===== src/core/pfs_pkg.sv =====
// Constants shared by the frequency synthesiser control files
package pfs_pkg;
	localparam logic [31:0] BASE_SYS = 32'h4002_8000;
	localparam logic [31:0] BASE_USB = 32'h4002_c000;
	localparam logic [1:0] IDX_CTRL = 2'h0;
	localparam logic [1:0] IDX_POWER = 2'h1;
	localparam logic [1:0] IDX_FB = 2'h2;
	localparam logic [1:0] IDX_POST = 2'h3;
	localparam int CTRL_LOCK_BIT = 31;
	localparam int CTRL_BYPASS_BIT = 8;
	localparam int REFDIV_W = 6;
	localparam int POWER_OSC_BIT = 5;
	localparam int POWER_OUTDIV_BIT = 3;
	localparam int POWER_MOD_BIT = 2;
	localparam int POWER_MAIN_BIT = 0;
	localparam int FB_W = 12;
	localparam int PDIV_W = 3;
	localparam int PD1_LSB = 16;
	localparam int PD2_LSB = 12;
	localparam logic [REFDIV_W-1:0] REFDIV_RST = 6'h01;
	localparam logic BYPASS_RST = 1'b0;
	localparam logic POWER_BIT_RST = 1'b1;
	localparam logic [FB_W-1:0] FBDIV_RST = 12'h000;
	localparam logic [PDIV_W-1:0] PDIV_RST = 3'h7;
	localparam int PER_W = 16;
	localparam int LOCK_PERIODS = 8;
	typedef enum logic [2:0] {
		LK_OFF = 3'b001,
		LK_SETTLE = 3'b010,
		LK_ON = 3'b100
	} pfs_lock_type;
endpackage


===== src/core/pfs_div_if.sv =====
// Link between the oscillator model and the post divider chain
interface pfs_div_if #(parameter int PDIV_W = 3);
	logic tick_in;
	logic [PDIV_W-1:0] div1;
	logic [PDIV_W-1:0] div2;
	logic power_down;
	logic tick_out;
	modport ctrl (output tick_in, output div1, output div2, output power_down, input tick_out);
	modport div (input tick_in, input div1, input div2, input power_down, output tick_out);
endinterface


===== src/core/pfs_post_div.sv =====
// Two cascaded post dividers acting on oscillator tick pulses
module pfs_post_div #(parameter int PDIV_W = 3) (
	input wire logic clk,
	input wire logic sys_rst,
	pfs_div_if.div dv
);
	logic [PDIV_W-1:0] c1_r;
	logic [PDIV_W-1:0] c2_r;
	logic s1_r;
	logic out_r;
	wire logic s1_end = dv.tick_in && (c1_r + 1'b1 >= dv.div1);
	wire logic s2_end = s1_r && (c2_r + 1'b1 >= dv.div2);

	// First stage feeds the second; a zero value acts as divide by one
	always_ff @(posedge clk) begin
		if (sys_rst || dv.power_down) begin
			c1_r <= '0;
			c2_r <= '0;
			s1_r <= 1'b0;
			out_r <= 1'b0;
		end else begin
			if (dv.tick_in) c1_r <= s1_end ? '0 : c1_r + 1'b1;
			s1_r <= s1_end;
			if (s1_r) c2_r <= s2_end ? '0 : c2_r + 1'b1;
			out_r <= s2_end;
		end
	end
	assign dv.tick_out = out_r;

	stage1_count_a: assert property (@(posedge clk) disable iff (sys_rst)
		(dv.tick_in && !dv.power_down && c1_r == dv.div1 - 1'b1) |=> s1_r)
		else $error("first divider missed its terminal count");
	out_cause_a: assert property (@(posedge clk) disable iff (sys_rst)
		out_r |-> $past(s1_r) && !$past(dv.power_down))
		else $error("output pulse without a first divider pulse");
endmodule


===== src/core/pfs_ctrl.sv =====
// Two frequency synthesiser instances with register decode and lock tracking
module pfs_ctrl #(
	parameter int LOCK_PERIODS = pfs_pkg::LOCK_PERIODS
) (
	input wire logic clk,
	input wire logic sys_rst,
	input wire logic crystal_input_pin,
	input wire logic [31:0] bus_addr,
	input wire logic bus_wr,
	input wire logic bus_rd,
	input wire logic [31:0] bus_wdata,
	output logic [31:0] bus_rdata,
	output logic [1:0] synth_out_en,
	output logic [1:0] lock_out
);
	localparam int PW = pfs_pkg::PER_W;
	logic pin_s1_r;
	logic pin_s2_r;
	logic pin_s3_r;
	logic pin_lvl_r;
	logic [31:0] rdata_r;
	logic [31:0] rd_word [2];
	logic [1:0] hit;

	// Crystal pin synchroniser; a level counts once stages two and three agree
	always_ff @(posedge clk) begin
		if (sys_rst) begin
			pin_s1_r <= 1'b0;
			pin_s2_r <= 1'b0;
			pin_s3_r <= 1'b0;
			pin_lvl_r <= 1'b0;
		end else begin
			pin_s1_r <= crystal_input_pin;
			pin_s2_r <= pin_s1_r;
			pin_s3_r <= pin_s2_r;
			if (pin_s2_r == pin_s3_r) pin_lvl_r <= pin_s3_r;
		end
	end
	wire logic ref_edge = (pin_s2_r == pin_s3_r) && pin_s3_r && !pin_lvl_r;

	// Read data is registered; unmapped addresses answer zero
	wire logic [31:0] rd_mux = hit[0] ? rd_word[0] : (hit[1] ? rd_word[1] : 32'h0000_0000);
	always_ff @(posedge clk) begin
		if (sys_rst) rdata_r <= 32'h0000_0000;
		else if (bus_rd) rdata_r <= rd_mux;
	end
	assign bus_rdata = rdata_r;

	unmapped_read_a: assert property (@(posedge clk) disable iff (sys_rst)
		(bus_rd && hit == 2'b00) |=> bus_rdata == 32'h0000_0000)
		else $error("unmapped read returned nonzero data");

	for (genvar i = 0; i < 2; i++) begin : g_inst
		localparam logic [31:0] BASE = (i == 0) ? pfs_pkg::BASE_SYS : pfs_pkg::BASE_USB;
		logic [pfs_pkg::REFDIV_W-1:0] refdiv_r;
		logic bypass_r;
		logic main_off_r;
		logic mod_off_r;
		logic outdiv_off_r;
		logic osc_off_r;
		logic [pfs_pkg::FB_W-1:0] fbdiv_r;
		logic [pfs_pkg::PDIV_W-1:0] pd1_r;
		logic [pfs_pkg::PDIV_W-1:0] pd2_r;
		logic [pfs_pkg::REFDIV_W-1:0] rcnt_r;
		logic [PW-1:0] pcnt_r;
		logic [PW-1:0] per_r;
		logic [PW:0] acc_r;
		logic [3:0] scnt_r;
		logic out_r;
		pfs_pkg::pfs_lock_type lk_r;
		pfs_pkg::pfs_lock_type lk_nxt;
		pfs_div_if #(.PDIV_W(pfs_pkg::PDIV_W)) dv ();

		// Address decode for this instance's four words
		assign hit[i] = bus_addr[31:4] == BASE[31:4];
		wire logic [1:0] widx = bus_addr[3:2];
		wire logic wr_ctrl = bus_wr && hit[i] && widx == pfs_pkg::IDX_CTRL;
		wire logic wr_power = bus_wr && hit[i] && widx == pfs_pkg::IDX_POWER;
		wire logic wr_fb = bus_wr && hit[i] && widx == pfs_pkg::IDX_FB;
		wire logic wr_post = bus_wr && hit[i] && widx == pfs_pkg::IDX_POST;
		wire logic lock_q = lk_r == pfs_pkg::LK_ON;
		wire logic cfg_chg = (wr_ctrl && bus_wdata[pfs_pkg::REFDIV_W-1:0] != refdiv_r) ||
			(wr_fb && bus_wdata[pfs_pkg::FB_W-1:0] != fbdiv_r);

		// Register file; reserved bits are not stored and read as zero
		always_ff @(posedge clk) begin
			if (sys_rst) begin
				refdiv_r <= pfs_pkg::REFDIV_RST;
				bypass_r <= pfs_pkg::BYPASS_RST;
				main_off_r <= pfs_pkg::POWER_BIT_RST;
				mod_off_r <= pfs_pkg::POWER_BIT_RST;
				outdiv_off_r <= pfs_pkg::POWER_BIT_RST;
				osc_off_r <= pfs_pkg::POWER_BIT_RST;
				fbdiv_r <= pfs_pkg::FBDIV_RST;
				pd1_r <= pfs_pkg::PDIV_RST;
				pd2_r <= pfs_pkg::PDIV_RST;
			end else begin
				if (wr_ctrl) begin
					refdiv_r <= bus_wdata[pfs_pkg::REFDIV_W-1:0];
					bypass_r <= bus_wdata[pfs_pkg::CTRL_BYPASS_BIT];
				end
				if (wr_power) begin
					main_off_r <= bus_wdata[pfs_pkg::POWER_MAIN_BIT];
					mod_off_r <= bus_wdata[pfs_pkg::POWER_MOD_BIT];
					outdiv_off_r <= bus_wdata[pfs_pkg::POWER_OUTDIV_BIT];
					osc_off_r <= bus_wdata[pfs_pkg::POWER_OSC_BIT];
				end
				if (wr_fb) fbdiv_r <= bus_wdata[pfs_pkg::FB_W-1:0];
				if (wr_post) begin
					pd1_r <= bus_wdata[pfs_pkg::PD1_LSB +: pfs_pkg::PDIV_W];
					pd2_r <= bus_wdata[pfs_pkg::PD2_LSB +: pfs_pkg::PDIV_W];
				end
			end
		end

		// Read words; lock is read-only and writes to it are dropped
		always_comb begin
			rd_word[i] = 32'h0000_0000;
			unique case (widx)
				pfs_pkg::IDX_CTRL: begin
					rd_word[i][pfs_pkg::CTRL_LOCK_BIT] = lock_q;
					rd_word[i][pfs_pkg::CTRL_BYPASS_BIT] = bypass_r;
					rd_word[i][pfs_pkg::REFDIV_W-1:0] = refdiv_r;
				end
				pfs_pkg::IDX_POWER: begin
					rd_word[i][pfs_pkg::POWER_OSC_BIT] = osc_off_r;
					rd_word[i][pfs_pkg::POWER_OUTDIV_BIT] = outdiv_off_r;
					rd_word[i][pfs_pkg::POWER_MOD_BIT] = mod_off_r;
					rd_word[i][pfs_pkg::POWER_MAIN_BIT] = main_off_r;
				end
				pfs_pkg::IDX_FB: rd_word[i][pfs_pkg::FB_W-1:0] = fbdiv_r;
				pfs_pkg::IDX_POST: begin
					rd_word[i][pfs_pkg::PD1_LSB +: pfs_pkg::PDIV_W] = pd1_r;
					rd_word[i][pfs_pkg::PD2_LSB +: pfs_pkg::PDIV_W] = pd2_r;
				end
			endcase
		end

		// Reference divider; divisor zero is undefined and behaves as one
		wire logic ref_tick = ref_edge && (rcnt_r + 1'b1 >= refdiv_r);
		wire logic [PW-1:0] pcnt_inc = (&pcnt_r) ? pcnt_r : pcnt_r + 1'b1;
		wire logic [PW-1:0] per_diff = (pcnt_inc > per_r) ? pcnt_inc - per_r : per_r - pcnt_inc;
		wire logic per_same = per_diff <= PW'(1);
		// Oscillator model runs only with main block and oscillator powered up
		wire logic running = !main_off_r && !osc_off_r && per_r != '0;
		wire logic [PW:0] acc_sum = acc_r + (PW+1)'(fbdiv_r);
		wire logic vco_tick = running && acc_sum >= {1'b0, per_r};

		// Period detector and numerically controlled oscillator form the loop
		always_ff @(posedge clk) begin
			if (sys_rst) begin
				rcnt_r <= '0;
				pcnt_r <= '0;
				per_r <= '0;
				acc_r <= '0;
			end else begin
				if (ref_edge) rcnt_r <= ref_tick ? '0 : rcnt_r + 1'b1;
				pcnt_r <= ref_tick ? '0 : pcnt_inc;
				if (ref_tick) per_r <= pcnt_inc;
				if (!running) acc_r <= '0;
				else acc_r <= vco_tick ? acc_sum - {1'b0, per_r} : acc_sum;
			end
		end

		// Lock tracker: settles after a run of steady divided reference periods
		always_comb begin
			lk_nxt = lk_r;
			unique case (lk_r)
				pfs_pkg::LK_OFF: if (running) lk_nxt = pfs_pkg::LK_SETTLE;
				pfs_pkg::LK_SETTLE: begin
					if (ref_tick && per_same && scnt_r == 4'(LOCK_PERIODS - 1))
						lk_nxt = pfs_pkg::LK_ON;
				end
				pfs_pkg::LK_ON: if (ref_tick && !per_same) lk_nxt = pfs_pkg::LK_SETTLE;
				default: lk_nxt = pfs_pkg::LK_OFF;
			endcase
			if (!running || cfg_chg) lk_nxt = pfs_pkg::LK_OFF;
		end
		always_ff @(posedge clk) begin
			if (sys_rst) begin
				lk_r <= pfs_pkg::LK_OFF;
				scnt_r <= '0;
			end else begin
				lk_r <= lk_nxt;
				if (lk_nxt != pfs_pkg::LK_SETTLE || (ref_tick && !per_same)) scnt_r <= '0;
				else if (ref_tick) scnt_r <= scnt_r + 1'b1;
			end
		end

		// Post dividers stay silent while powered down or the oscillator is off
		assign dv.tick_in = vco_tick;
		assign dv.div1 = pd1_r;
		assign dv.div2 = pd2_r;
		assign dv.power_down = outdiv_off_r || !running;
		pfs_post_div #(.PDIV_W(pfs_pkg::PDIV_W)) u_post (
			.clk(clk),
			.sys_rst(sys_rst),
			.dv(dv)
		);

		// Bypass swaps sources abruptly, so a glitch on the switch is expected
		always_ff @(posedge clk) begin
			if (sys_rst) out_r <= 1'b0;
			else out_r <= bypass_r ? ref_edge : dv.tick_out;
		end
		assign synth_out_en[i] = out_r;
		assign lock_out[i] = lock_q;

		refdiv_rst_a: assert property (@(posedge clk) sys_rst |=>
			refdiv_r == pfs_pkg::REFDIV_RST && !lock_q)
			else $error("reference divisor or lock wrong after reset");
		power_rst_a: assert property (@(posedge clk) sys_rst |=>
			main_off_r && mod_off_r && outdiv_off_r && osc_off_r)
			else $error("power-down bits not set after reset");
		postdiv_rst_a: assert property (@(posedge clk) sys_rst |=>
			pd1_r == pfs_pkg::PDIV_RST && pd2_r == pfs_pkg::PDIV_RST)
			else $error("post dividers not seven after reset");
		lock_powered_a: assert property (@(posedge clk) disable iff (sys_rst)
			(main_off_r || osc_off_r) |=> !lock_q)
			else $error("lock reported while powered down");
		lock_cfg_a: assert property (@(posedge clk) disable iff (sys_rst)
			cfg_chg |=> !lock_q ##1 !lock_q)
			else $error("lock held across a divisor change");
		vco_loop_a: assert property (@(posedge clk) disable iff (sys_rst)
			vco_tick |-> !main_off_r && !osc_off_r && acc_r < {1'b0, per_r} + (PW+1)'(fbdiv_r))
			else $error("oscillator tick without a running loop");
		bypass_path_a: assert property (@(posedge clk) disable iff (sys_rst)
			(bypass_r && !wr_ctrl) |=> out_r == $past(ref_edge))
			else $error("bypass output does not follow the reference");
		fb_readback_a: assert property (@(posedge clk) disable iff (sys_rst)
			(bus_rd && hit[i] && widx == pfs_pkg::IDX_FB) |=>
			bus_rdata == {20'h0_0000, $past(fbdiv_r)})
			else $error("feedback divisor readback mismatch");
	end
endmodule


===== config.mk =====
export PLATFORM = sky130hd
export DESIGN_NAME = pfs_ctrl
export DESIGN_NICKNAME = d
export VERILOG_FILES = /design/src/core/pfs_pkg.sv /design/src/core/pfs_div_if.sv /design/src/core/pfs_post_div.sv /design/src/core/pfs_ctrl.sv
export SDC_FILE = /design/constraint.sdc
export NUM_CORES = 1
export LEC_CHECK = 0
export ABC_AREA = 1
export BUFFER_PORTS_ARGS = -buffer_cell sky130_fd_sc_hd__buf_4
export CAP_MARGIN = 20
export CORE_ASPECT_RATIO = 0.9
export CORE_MARGIN = 2
export CORE_UTILIZATION = 55
export DETAILED_ROUTE_END_ITERATION = 10
export PLACE_DENSITY_LB_ADDON = 0.15
export SETUP_SLACK_MARGIN = 0.3
export SYNTH_ARGS = -nofsm -noshare
export SYNTH_HDL_FRONTEND = slang
export SYNTH_SLANG_ARGS = --single-unit

===== constraint.sdc =====
create_clock -name clk -period 4.1 [get_ports clk]
set_clock_uncertainty 0.15 [all_clocks]
set_input_delay 0.82 -clock clk [delete_from_list [all_inputs] [get_ports clk]]
set_output_delay 0.82 -clock clk [all_outputs]
set_load 0.05 [all_outputs]

==> out/metrics.yaml <==
status: "finished clean"
root_buffer: "clkbuf_16"
power.switching_w: 0.00150
r2r_cells: 27
vias_per_cell: 5.48
fmax_mhz: 255
drive_gt1_share_pct: 23.5
placeableCoreArea_um2: 30700
wl_per_cell_um: 15.8
synth.distinct_cells: 64
drt-total-wl_mm: 50.3
p_clk_share_pct: 40.4
start_util_pct: 55.5
grt_pass1_vias: 16100
cp_top_family: "simple AND/OR/NAND/NOR gates"
maxCapViolCount: 0
via_count: 17500
ctsHtreeMaxLevel: 1
die-area_um2: 32400
synth_edf_count: 0
grt_max_degree: 46
path_buf_inv: 4
crit_slowest_cell: "dfxtp_4"
final_cells: 3188
cts_num_sinks: 223
rows: 61
yosys_warnings: 0
worstPathArrival_ps: 4220
rsz0062_at_grt: "yes"
placed_cells: 3085
io_pins: 105
drc: 0
synth.top_cell.area_share_pct: 26.2
path_max_fanout: 5
antenna_found_initial: 0
leakagePower_nw: 10.3
clk_path_buf_depth: 3
multiInputGateArea_um2: 12200
setup_viol: 0
antenna_cells: 0
grt_pass1_wl_mm: 77.4
grt_overflow_total: 0
dp_hpwl_mm: 37.1
synthFlopType: "dfxtp_1"
die_h_um: 171
synth-seq-area-share_pct: 26.2
p_total_w: 0.00528
synth.avg_cell_area_um2: 6.67
path_class: "reg2reg"
p_comb_share_pct: 18.2
firstDrtPassIters: 6
hold_depth: 2
final_cell_area_um2: 21300
cp.required_ps: 4410
switching_share_pct: 28.4
synthToLayoutAreaGrowth_pct: 25.4
die_w_um: 189
ys_seq_elements: 223
slew_violations: 0
port_buffers: 75
fill_cells: 2534
cts_tree: "done"
routabilityCongestion: 0.940
crit_path_end_kind: "flip-flop"
synth_area_leaders: "dfxtp_1 (26%), nand2_1 (12%), ha_1 (11%)"
final_antenna_net_count: 0
period_share_pct: 95.5
clk_pin_slew_ps: 60
syn-cell-area_um2: 17000
grt_usage_pct: 28.9
dpl_cell_area_um2: 18600
relSlewSlack_pct: 48.0
hold_ws_ps: 263
cts_made_buffers: 23
insertion_delay_ps: 520
p_int_w: 0.00378
hp-class: "reg2reg"
fin_crit_ps: 3910
peakVddDrop_uv: 264
cpMostUsedCell: "nand2_2"
powerDensity_nw_per_um2: 247
worstMarginPinSlew_ps: 778
regArea_um2: 4510
syn_inst: 2554
start_kind: "flip-flop"
cp.depth: 27
layout.nets: 2994
cpPeakStageDelay_ps: 360
hold_viol_final: 0
yosys.area.top_type: "dfxtp_1"
power_frac_seq_pct: 41.4
synthArstFlopShare_pct: 0
first_iter_violations: 1350
cts_hold_buf: 0
fin_setup_tns_ps: 0
-- layout by cell type, fill, tap and decap left out, types with 31 or more instances in the layout --
cell / synthesis / final
o22ai_1: 35 / 35
ha_4: 0 / 32
nand2_2: 22 / 56
nor2_2: 13 / 31
a21oi_2: 5 / 37
o211ai_1: 32 / 32
nand3_1: 128 / 106
o21ai_0: 128 / 113
inv_1: 372 / 341
nand2_1: 544 / 499
a21oi_1: 221 / 184
buf_4: 20 / 238
dfxtp_1: 223 / 201
nand4_1: 37 / 37
xor2_1: 94 / 84
ha_1: 153 / 114
nor2_1: 265 / 233
inv_2: 10 / 35
-- power by group through the flow --
stage	Clock (W)	Combinational, W	Sequential, W
after global placement	0	0.000783	0.00223
after CTS	0.00215	0.000874	0.00219
after detailed placement	0	0.000802	0.00223
final	0.00214	0.000962	0.00218
after floorplan	0	0.000552	0.00224
after global routing	0.00226	0.00106	0.00218
-- area by class of cell --
type | count | area share (%)
inverter | 387 | 6.95
timing repair buffer | 249 | 9.08
sequential | 223 | 21.1
tap | 409 | 2.40
clock inverter | 11 | 0.633
multi-input combinational | 1880 | 57.0
clock buffer | 29 | 2.85
-- flip-flops by register name, summed over array words and instances (netlist names), 8 cells and up --
register and flops:
bus_rdata 19, g_inst.acc_r 34, g_inst.fbdiv_r 24, g_inst.pcnt_r 32
g_inst.per_r 32, g_inst.rcnt_r 12, g_inst.refdiv_r 12, g_inst.scnt_r 8
-- through the flow --
stage                     worst slack, ps  utilization [%]
after floorplan                       431                -
after global placement               -151             60.5
after detailed placement             -202             60.5
after CTS                             177             66.0
after global routing                 -108             69.6
final                                 185             69.6
-- worst paths after layout --
check / from / to / slack (ps)
setup / recovery: g_inst[1].pcnt_r[0]$_SDFF_PP0_ / g_inst[1].scnt_r[0]$_SDFFE_PP0P_ / 190
hold / removal: pin_s1_r$_SDFF_PP0_ / pin_s2_r$_SDFF_PP0_ / 260
setup reg to reg: g_inst[1].pcnt_r[0]$_SDFF_PP0_ / g_inst[1].scnt_r[0]$_SDFFE_PP0P_ / 190
hold reg to reg: pin_s1_r$_SDFF_PP0_ / pin_s2_r$_SDFF_PP0_ / 260
-- synthesized netlist by cell type, types with 3 or more instances --
library cell / number
o211ai_1: 32
or2_2: 8
nor2_1: 265
a21oi_2: 5
nand2_4: 4
xor2_1: 94
xnor2_1: 25
ha_1: 153
inv_2: 10
nor4_1: 14
a31oi_1: 7
a21o_1: 7
o21ai_0: 128
nor2_4: 3
o21ai_1: 8
a21boi_0: 4
dfxtp_1: 223
nand2_1: 544
nor3_1: 31
o2111ai_1: 5
o21a_1: 6
buf_2: 9
inv_1: 372
o22ai_1: 35
buf_6: 6
nand3_1: 128
clkbuf_1: 38
o221ai_1: 7
nand2_2: 22
nand3_2: 6
nand4_1: 37
a221oi_1: 4
nand3b_1: 3
nor3_2: 4
buf_4: 20
fa_1: 8
o21ai_2: 5
nor2_2: 13
a21oi_1: 221
o21bai_1: 6
-- what timing repair did --
item,4_1_cts,5_1_grt
pin swaps,62,103
setup endpoints to repair,53,54
buffers inserted,27,36
resized for setup,164,220
-- worst register-to-register path, stage by stage (launching register included) --
cell	delay, ps
dfxtp_4	360
ha_4	170
nand3_4	90
inv_2	40
nand4_1	150
nor3_2	70
nand2_2	140
inv_2	70
nor3_4	150
nand2_1	90
xor2_1	170
buf_4	130
buf_4	130
ha_1	200
a21oi_1	210
nor2_1	80
nor2_2	170
nand3_1	170
xor2_1	170
nor2_1	100
nand2_1	70
nand2_1	80
nand2_2	70
nor2_4	190
nand2_2	110
nand2_2	100
nand4_4	120
nor2_2	120
-- logic make-up (layout without fill, tap and decap cells) --
logic type	after synthesis	count (layout)	share of synthesized area [%]
compound gates	494	494	16.6
flops	223	223	26.2
other cells	1	13	0.0220
fa+ha+maj	161	161	12.2
simple gates	1091	1091	27.6
xor+xnor	121	121	6.31
buf+inv	463	676	11.0
-- metal layers --
| layer | share of wire (%) | track usage (%) |
|---|---|---|
| met5 | 0 | 0 |
| met4 | 2.6 | 8.49 |
| met3 | 6.4 | 4.57 |
| met2 | 47 | 48.1 |
| met1 | 44 | 38.8 |
No activity file was read; power rests on OpenSTA's default activity.
